**src/ccr_defs.svh**
```systemverilog
`ifndef CCR_DEFS_SVH
`define CCR_DEFS_SVH

// Register offsets, word index as printed; byte address is four times index
`define CCR_IDX_CTRL_A      3'h0
`define CCR_IDX_WINDOW      3'h1
`define CCR_IDX_INPUT_SEL   3'h2
`define CCR_IDX_REF_LEVEL   3'h5
`define CCR_IDX_IRQ_CTRL    3'h6
`define CCR_IDX_STATE       3'h7
// Own interrupt status and mask, beyond the printed map
`define CCR_IDX_IRQ_STATUS  4'h8
`define CCR_IDX_IRQ_MASK    4'h9
`define CCR_IDX_WIDTH       4

// Reset values
`define CCR_RST_CTRL_A      8'h00
`define CCR_RST_WINDOW      8'h00
`define CCR_RST_INPUT_SEL   8'h00
`define CCR_RST_REF_LEVEL   8'hff
`define CCR_RST_IRQ_CTRL    8'h00

// Write masks (reserved bits read zero)
`define CCR_WMASK_CTRL_A    8'h5f
`define CCR_WMASK_WINDOW    8'h03
`define CCR_WMASK_IRQ_CTRL  8'h31

// Condition codes, single comparator
`define CCR_COND_EITHER     2'h0
`define CCR_COND_FALL       2'h2
`define CCR_COND_RISE       2'h3
// Condition codes, window use
`define CCR_COND_ABOVE      2'h0
`define CCR_COND_INSIDE     2'h1
`define CCR_COND_BELOW      2'h2
`define CCR_COND_OUTSIDE    2'h3

// Positive input codes
`define CCR_POS_PIN0        3'h0
`define CCR_POS_PIN3        3'h3
`define CCR_POS_PIN4        3'h4
// Negative input codes
`define CCR_NEG_PIN2        3'h2
`define CCR_NEG_DIVIDER     3'h4
// Profile codes above this are reserved
`define CCR_PROFILE_MAX     2'h2

// Status layout
`define CCR_ST_FLAG_BIT     0
`define CCR_ST_LEVEL_BIT    4

`endif

```
**src/ccr_pkg.sv**
```systemverilog
`default_nettype none
package ccr_pkg;

    // Software-visible control fields
    typedef struct packed {
        logic       pad_enable;      // Output pad enable
        logic [1:0] current_level;   // Current profile
        logic [1:0] hysteresis_sel;  // Hysteresis mode
        logic       enable;          // Comparator on
    } ccr_ctrl_t;

    typedef struct packed {
        logic       invert;                // Output inversion
        logic       output_initial_level;  // Level held until ready
        logic [2:0] positive_input_sel;    // Positive mux
        logic [2:0] negative_input_sel;    // Negative mux
    } ccr_mux_t;

    // Controls carried to the analog core
    typedef struct packed {
        logic       enable;
        logic [1:0] current_level;
        logic [1:0] hysteresis_sel;
        logic [4:0] positive_pin_onehot;   // Bits 0,3,4 used
        logic [2:0] negative_pin_onehot;
        logic       negative_divider;
        logic [7:0] divider_reference_level;
    } ccr_analog_t;

endpackage
`default_nettype wire

```
**src/ccr_regs.sv**
```systemverilog
// Design decision made here: register access over APB.
`timescale 1ns/1ps
`default_nettype none
`include "ccr_defs.svh"

module ccr_regs
    import ccr_pkg::*;
#(
    parameter int READY_CYCLES = 4  // Settling cycles after enable
) (
    input  wire logic        pclk,
    input  wire logic        presetn,
    input  wire logic        psel,
    input  wire logic        penable,
    input  wire logic        pwrite,
    input  wire logic [11:0] paddr,
    input  wire logic [31:0] pwdata,
    input  wire logic [3:0]  pstrb,
    output logic             pready,
    output logic [31:0]      prdata,
    output logic             pslverr,
    input  wire logic        cmp_raw,
    input  wire logic        core_ready,
    output ccr_analog_t      analog_ctl,
    output logic             cmp_out,
    output logic             cmp_pad,
    output logic             cmp_pad_oe,
    output logic             irq
);

    // The ready timer is eight bits wide and needs at least one count
    generate
        if (READY_CYCLES < 1 || READY_CYCLES > 255) begin : g_bad_ready
            $error("READY_CYCLES out of range");
        end
    endgenerate

    // All block state
    typedef struct packed {
        ccr_ctrl_t  ctrl;
        logic [1:0] partner_sel;    // Window partner, inert
        ccr_mux_t   mux;
        logic [7:0] ref_level;
        logic [1:0] cond_sel;
        logic       cmp_irq_en;
        logic       cmp_irq_flag;
        logic       sync1;          // Synchroniser first stage
        logic       sync2;
        logic       level;          // Status level, third stage
        logic       level_prev;
        logic [7:0] ready_cnt;
        logic       ready;
        logic       out;            // Delivered output
        logic       pad;
        logic       pad_oe;
        logic       sys_stat;       // Sticky event status
        logic       sys_mask;
        logic [31:0] rdata;
    } ccr_state_t;

    ccr_state_t st_reg;
    ccr_state_t st_next;

    logic        access;
    logic        wr;
    logic [9:0]  idx;
    logic        mapped;
    logic        rise;
    logic        fall;
    logic        event_hit;
    logic        raw_gated;

    // Bus decode; always ready in one access cycle
    assign access = psel && penable;
    assign wr     = access && pwrite && pstrb[0];
    assign idx    = paddr[11:2];

    // Address map check
    always_comb begin
        if (idx == 10'(`CCR_IDX_CTRL_A)) begin
            mapped = 1'b1;
        end else if (idx == 10'(`CCR_IDX_WINDOW)) begin
            mapped = 1'b1;
        end else if (idx == 10'(`CCR_IDX_INPUT_SEL)) begin
            mapped = 1'b1;
        end else if (idx == 10'(`CCR_IDX_REF_LEVEL)) begin
            mapped = 1'b1;
        end else if (idx == 10'(`CCR_IDX_IRQ_CTRL)) begin
            mapped = 1'b1;
        end else if (idx == 10'(`CCR_IDX_STATE)) begin
            mapped = 1'b1;
        end else if (idx == 10'(`CCR_IDX_IRQ_STATUS)) begin
            mapped = 1'b1;
        end else if (idx == 10'(`CCR_IDX_IRQ_MASK)) begin
            mapped = 1'b1;
        end else begin
            mapped = 1'b0;
        end
    end

    // Raw comparator result, ignored while off
    assign raw_gated = st_reg.ctrl.enable & cmp_raw;

    // Edges from synchronised level, current against previous
    assign rise = st_reg.level & ~st_reg.level_prev;
    assign fall = ~st_reg.level & st_reg.level_prev;

    // Single comparator conditions; window unsupported so only these
    always_comb begin
        case (st_reg.cond_sel)
            `CCR_COND_EITHER: event_hit = rise | fall;
            `CCR_COND_FALL:   event_hit = fall;
            `CCR_COND_RISE:   event_hit = rise;
            default:          event_hit = 1'b0;   // Reserved code
        endcase
    end
    // With one instance there is no window, so conditions and the
    // outside match never apply; the field keeps the single meaning.

    // Next-state logic
    always_comb begin
        st_next = st_reg;

        // Three-stage synchroniser on the delivered output
        st_next.sync1      = st_reg.out;
        st_next.sync2      = st_reg.sync1;
        st_next.level      = st_reg.sync2;
        st_next.level_prev = st_reg.level;

        // Ready timer: restarts when disabled
        if (!st_reg.ctrl.enable) begin
            st_next.ready_cnt = 8'h00;
            st_next.ready     = 1'b0;
        end else if (st_reg.ready_cnt != 8'(READY_CYCLES)) begin
            st_next.ready_cnt = st_reg.ready_cnt + 8'h01;
            st_next.ready     = 1'b0;
        end else begin
            st_next.ready     = core_ready;
        end

        // Initial level held until ready, then raw xor invert
        if (st_reg.ready) begin
            st_next.out = raw_gated ^ st_reg.mux.invert;
        end else begin
            st_next.out = st_reg.mux.output_initial_level;
        end

        // Pad follows output while enabled
        st_next.pad_oe = st_reg.ctrl.pad_enable;
        st_next.pad    = st_reg.ctrl.pad_enable & st_reg.out;

        // Flag: write-one clears, a new event wins
        if (wr && idx == 10'(`CCR_IDX_STATE)
                && pwdata[`CCR_ST_FLAG_BIT]) begin
            st_next.cmp_irq_flag = 1'b0;
        end
        if (wr && idx == 10'(`CCR_IDX_IRQ_STATUS) && pwdata[0]) begin
            st_next.sys_stat = 1'b0;
        end
        if (event_hit) begin
            st_next.cmp_irq_flag = 1'b1;
            st_next.sys_stat     = 1'b1;
        end

        // Register writes
        if (wr) begin
            if (idx == 10'(`CCR_IDX_CTRL_A)) begin
                st_next.ctrl.enable         = pwdata[0];
                st_next.ctrl.hysteresis_sel = pwdata[2:1];
                // Reserved profile codes keep the previous value
                if (pwdata[4:3] <= `CCR_PROFILE_MAX) begin
                    st_next.ctrl.current_level = pwdata[4:3];
                end
                st_next.ctrl.pad_enable = pwdata[6];
            end else if (idx == 10'(`CCR_IDX_WINDOW)) begin
                st_next.partner_sel = pwdata[1:0];
            end else if (idx == 10'(`CCR_IDX_INPUT_SEL)) begin
                st_next.mux.invert               = pwdata[7];
                st_next.mux.output_initial_level = pwdata[6];
                st_next.mux.positive_input_sel   = pwdata[5:3];
                st_next.mux.negative_input_sel   = pwdata[2:0];
            end else if (idx == 10'(`CCR_IDX_REF_LEVEL)) begin
                st_next.ref_level = pwdata[7:0];
            end else if (idx == 10'(`CCR_IDX_IRQ_CTRL)) begin
                st_next.cond_sel   = pwdata[5:4];
                st_next.cmp_irq_en = pwdata[0];
            end else if (idx == 10'(`CCR_IDX_IRQ_MASK)) begin
                st_next.sys_mask = pwdata[0];
            end
        end

        // Read data captured in the setup cycle, so prdata is a flop output;
        // hardware-set bits use their next value, which the access cycle
        // holds, so a read still sees the level three edges after the output
        if (psel && !penable && !pwrite) begin
            if (idx == 10'(`CCR_IDX_CTRL_A)) begin
                st_next.rdata = {24'h0, 1'b0, st_reg.ctrl.pad_enable, 1'b0,
                    st_reg.ctrl.current_level, st_reg.ctrl.hysteresis_sel,
                    st_reg.ctrl.enable};
            end else if (idx == 10'(`CCR_IDX_WINDOW)) begin
                st_next.rdata = {30'h0, st_reg.partner_sel};
            end else if (idx == 10'(`CCR_IDX_INPUT_SEL)) begin
                st_next.rdata = {24'h0, st_reg.mux};
            end else if (idx == 10'(`CCR_IDX_REF_LEVEL)) begin
                st_next.rdata = {24'h0, st_reg.ref_level};
            end else if (idx == 10'(`CCR_IDX_IRQ_CTRL)) begin
                st_next.rdata = {26'h0, st_reg.cond_sel, 3'h0,
                    st_reg.cmp_irq_en};
            end else if (idx == 10'(`CCR_IDX_STATE)) begin
                // Window position reads zero while window is off
                st_next.rdata = 32'h0;
                st_next.rdata[`CCR_ST_LEVEL_BIT] = st_next.level;
                st_next.rdata[`CCR_ST_FLAG_BIT]  = st_next.cmp_irq_flag;
            end else if (idx == 10'(`CCR_IDX_IRQ_STATUS)) begin
                st_next.rdata = {31'h0, st_next.sys_stat};
            end else if (idx == 10'(`CCR_IDX_IRQ_MASK)) begin
                st_next.rdata = {31'h0, st_reg.sys_mask};
            end else begin
                st_next.rdata = 32'h0;
            end
        end
    end

    // State register
    always_ff @(posedge pclk or negedge presetn) begin
        if (!presetn) begin
            st_reg                      <= '0;
            st_reg.ctrl                 <= ccr_ctrl_t'(6'(`CCR_RST_CTRL_A));
            st_reg.partner_sel          <= 2'(`CCR_RST_WINDOW);
            st_reg.mux                  <= `CCR_RST_INPUT_SEL;
            st_reg.ref_level            <= `CCR_RST_REF_LEVEL;
            st_reg.cond_sel             <= 2'(`CCR_RST_IRQ_CTRL >> 4);
        end else begin
            st_reg <= st_next;
        end
    end

    // Bus answer: one-cycle access, read data from the capture flop
    assign pready  = 1'b1;
    assign pslverr = access && !mapped;
    // Read data stands from the capture flop for the whole access phase
    assign prdata  = st_reg.rdata;

    // Analog controls: one-hot pin routes, reserved codes route nothing
    always_comb begin
        analog_ctl = '0;
        analog_ctl.enable         = st_reg.ctrl.enable;
        analog_ctl.current_level  = st_reg.ctrl.current_level;
        analog_ctl.hysteresis_sel = st_reg.ctrl.hysteresis_sel;
        analog_ctl.divider_reference_level = st_reg.ref_level;
        case (st_reg.mux.positive_input_sel)
            `CCR_POS_PIN0: analog_ctl.positive_pin_onehot[0] = 1'b1;
            `CCR_POS_PIN3: analog_ctl.positive_pin_onehot[3] = 1'b1;
            `CCR_POS_PIN4: analog_ctl.positive_pin_onehot[4] = 1'b1;
            default:       analog_ctl.positive_pin_onehot    = 5'h00;
        endcase
        if (st_reg.mux.negative_input_sel <= `CCR_NEG_PIN2) begin
            analog_ctl.negative_pin_onehot =
                3'(3'h1 << st_reg.mux.negative_input_sel);
        end else if (st_reg.mux.negative_input_sel == `CCR_NEG_DIVIDER) begin
            analog_ctl.negative_divider = 1'b1;
        end
    end

    // Outputs
    assign cmp_out    = st_reg.out;
    assign cmp_pad    = st_reg.pad;
    assign cmp_pad_oe = st_reg.pad_oe;
    assign irq = (st_reg.cmp_irq_en & st_reg.cmp_irq_flag)
               | (st_reg.sys_mask & st_reg.sys_stat);

endmodule
`default_nettype wire

```
**config.mk**
```make
export PLATFORM = sky130hd
export DESIGN_NAME = ccr_regs
export DESIGN_NICKNAME = d
export VERILOG_FILES = /design/src/ccr_pkg.sv /design/src/ccr_regs.sv
export VERILOG_INCLUDE_DIRS = /design/src
export SDC_FILE = /design/constraint.sdc
export NUM_CORES = 1
export LEC_CHECK = 0
export BUFFER_PORTS_ARGS = -buffer_cell sky130_fd_sc_hd__buf_2
export CAP_MARGIN = 20
export CELL_PAD_IN_SITES_DETAIL_PLACEMENT = 0
export CELL_PAD_IN_SITES_GLOBAL_PLACEMENT = 1
export CORE_ASPECT_RATIO = 1.2
export CORE_MARGIN = 3
export CORE_UTILIZATION = 37
export DETAILED_ROUTE_END_ITERATION = 7
export PLACE_DENSITY = 0.88
export REMOVE_ABC_BUFFERS = 1
export SYNTH_ARGS = -nofsm -noshare
export SYNTH_HDL_FRONTEND = slang
export SYNTH_SLANG_ARGS = --single-unit
```
**constraint.sdc**
```tcl
create_clock -name pclk -period 1.7 [get_ports pclk]
set_input_delay 0.17 -clock pclk [delete_from_list [all_inputs] [get_ports pclk]]
set_output_delay 0.17 -clock pclk [all_outputs]
set_load 0.02 [all_outputs]
```
==> summary.txt <==
Synth
  • Post-Syn Instances: 299
  • Seq cells post-synth: 54
  • Post-synthesis cell type count: 46
  • Synth Area in Simple Gates: 17.33%
  • Largest family of logic cells by synthesized area: simple AND/OR/NAND/NOR gates
  • Async set-reset flop share out of synthesis: 100.0%
  • Mux cell area share after synthesis: 9.975%
  • Share of the yosys chip area belonging to registers: 45.22%
  • Synth Area in Adders: 1.663%
  • Cell area after synthesis: 3010 sq um
  • Post-synth EDFFs: 0
  • Post-Synth XOR/XNOR Area: 2.037%
  • Post-synthesis compound-gate area fraction: 9.268%
  • Synth Flop Type: dfrtp_1
  • Syn Area/Cell: 10.07 sq um
  • Yosys Warn Count: 0

Timing
  • Final Cycle Share: 91.01%
  • Min Tclk post-route: 1.547 ns
  • RSZ-0062 raised after global routing: no
  • Hold_ws: 0.06910 ns
  • Worst Tran Pin Value: 0.5597 ns
  • Slew Limit Fails: 0
  • Max_slew headroom: 62.55%
  • Layout Skew: 0.005717 ns
  • Maximum operating frequency: 646.3 MHz
  • Endpoints failing setup: 0
  • Final hold vios: 0

Place
  • Final Wtd Congestion: 0.8769
  • Placed cells: 434
  • HPWL Detailed: 5.183 mm
  • IO Port Bufs: 58

Floorplanning
  • Full die area: 9259 sq um
  • Rows: 35
  • Starting density of the core: 38.62%
  • I/O Pins: 115
  • Die Wd: 88.34 microns
  • Total core area: 7795 sq um
  • Die H: 104.8 microns

Finish
  • Largest register FFs: 26
  • Syn-to-layout area delta: 13.18%
  • Nets: 409
  • Antenna cells: 0
  • Ratio of cells with drive above 1 in the final layout: 35.33%
  • Fin cells: 443

Detailed routing
  • DR pass1 iterations: 4
  • Post-DR vias/cell: 4.959
  • First-iteration detailed-routing DRC count: 83
  • Via count: 2197
  • DRC violations left: 0
  • Routed wire length: 6.733 mm
  • Drt wl/cell: 15.20 microns
  • Post-DRT Antenna Nets: 0

Status
  • Status: complete, no violations

Critical path
  • Data arrival, critical path: 1.74 ns
  • Crit path max fanout: 4
  • Startpoint Class: flip-flop
  • CP Capture Type: flip-flop
  • Worst Path Required: 1.90 ns
  • Critical path class: flip-flop to flip-flop

Power
  • Cell internal pwr: 0.001740 W
  • Clock Power Share: 34.1%
  • Power Dens Cells: 688.6 nW/um^2
  • Switch share: 25.83%
  • Combinational group share of total power: 10.5%
  • Share of power burned in registers: 55.4%
  • Switching power: 0.0006059 W
  • Static Leak: 1.670 nW
  • Peak supply drop: 278.5 uV

Global routing
  • Antenna violations before repair: 0
  • Gr usage total: 14.77%
  • Gr ovfl total: 0
  • Number of global-route vias before repair: 2149
  • Largest net degree at the start of global routing: 55
  • First-pass GRT wire length: 10.63 mm

Clock tree
  • Worst skew pair latency: 0.31 ns
  • Clk buf depth: 2
  • TritonCTS buffer count: 5
  • CTS sink count: 54
  • TritonCTS clock tree: done
  • CTS root buf: clkbuf_8
  • Clock transition at the registers of the reported paths: 0.10 ns
  • H-tree Lvls: 2

Worst hold path
  • Hold WC Path Type: input port to flip-flop

Job
  • Maxcap violations: 0
==> power by group through the flow <==
| stage | Clock (W) | Combinational (W) | Sequential, W |
|---|---|---|---|
| finish | 0.000800 | 0.000246 | 0.00130 |
| global placement | 0 | 0.000243 | 0.00132 |
| global route | 0.000866 | 0.000273 | 0.00130 |
| detailed placement | 0 | 0.000246 | 0.00132 |
| floorplan | 0 | 0.000103 | 0.00134 |
| CTS | 0.000823 | 0.000248 | 0.00130 |
==> routing by layer <==
metal | GRT usage, % | part of all wire [%] | routed length (microns)
met1 | 18.62 | 42 | 2840
met3 | 2.918 | 5.6 | 374
met5 | 0 | 0 | 0
met4 | 5.076 | 2.1 | 143
met2 | 24.81 | 50 | 3374
==> Yosys cell counts, types with 2 or more instances <==
library cell,count,area (sq um)
a21oi_1,9,45.04
a22oi_1,4,30.03
a2bb2oi_1,2,17.52
a31oi_1,7,43.79
and2_1,8,50.05
buf_4,48,360.4
clkbuf_1,7,26.28
conb_1,2,7.510
dfrtp_1,46,1151
dfstp_2,8,210.2
ha_1,4,50.05
inv_1,10,37.54
mux2_2,24,270.3
mux2i_1,3,30.03
nand2_1,25,93.84
nand3_1,7,35.03
nand4_1,4,25.02
nor2_1,17,63.81
nor2b_1,3,18.77
nor3_1,7,35.03
nor3b_1,6,45.04
nor4_1,3,18.77
nor4_2,2,25.02
o21ai_0,15,75.07
o22a_1,2,17.52
xnor2_1,4,35.03
xor2_1,3,26.28
==> per-stage QoR <==
step	total power [W]	utilization (%)	cell area, sq um	setup WS (ns)	setup TNS (ns)
finish	0.002346	43.71	3407	0.1528	0
global route	0.002441	43.71	3407	0.01120	0
CTS	0.002371	43.66	3403	0.04884	0
detailed placement	0.001571	42.18	3288	-0.07813	-0.6416
global placement	0.001567	42.18	3288	-0.06770	-0.3652
floorplan	0.001439	-	2713	0.003580	0
==> cell type report <==
| class | count | area [sq um] |
|---|---|---|
| fill | 796 | 4388 |
| sequential | 54 | 1361 |
| clock buffer | 7 | 96.34 |
| tap | 92 | 115.1 |
| multi-input combinational | 204 | 1318 |
| clock inverter | 1 | 8.758 |
| inverter | 10 | 37.54 |
| timing repair buffer | 75 | 470.5 |
==> cell families after synthesis <==
kind of cell,count (synthesis)
compound gates,45
xor+xnor,7
fa+ha+maj,4
buf+inv,66
flops,54
mux,27
other cells,2
simple gates,94
==> final timing paths <==
kind,endpoint,slack (ns),start,cells past startpoint
worst max-delay path,prdata[0]$_DFFE_PN0P_,0.15,st_next[46]$_DFF_PN0_,7
worst min-delay path,st_reg[37]$_DFF_PN0_,0.07,core_ready,3
worst max register to register,prdata[0]$_DFFE_PN0P_,0.15,st_next[46]$_DFF_PN0_,7
worst min register to register,st_next[47]$_DFF_PN0_,0.36,st_next[48]$_DFF_PN0_,0
max in group asynchronous,analog_ctl[6]$_DFFE_PN1P_,1.03,presetn,3
min in group asynchronous,st_reg[43]$_DFFE_PN0P_,0.36,presetn,3
==> critical path, stage by stage, from the launching register on <==
cell,delay (ns)
dfrtp_1,0.38
inv_1,0.06
ha_1,0.16
mux2_2,0.27
a21oi_2,0.21
nand4_1,0.12
o21ai_1,0.14
o21ai_0,0.10
==> timing repair <==
action | 4_1_cts | 5_1_grt
gates resized for setup | 0 | 2
hold endpoints to repair | 46 | 0
hold buffers | 1 | 0
buffers inserted | 0 | 0
setup endpoints to repair | 0 | 1
==> layout by cell type, fill, tap and decap left out, types with 8 or more instances in the layout <==
cell type,n
inv_1,10
o21ai_0,14
a21oi_1,8
mux2_2,24
and2_1,8
conb_1,27
dfrtp_1,46
buf_4,12
nand2_1,25
dfstp_2,8
buf_2,58
nor2_1,17
(Power assumes the default switching activity.)
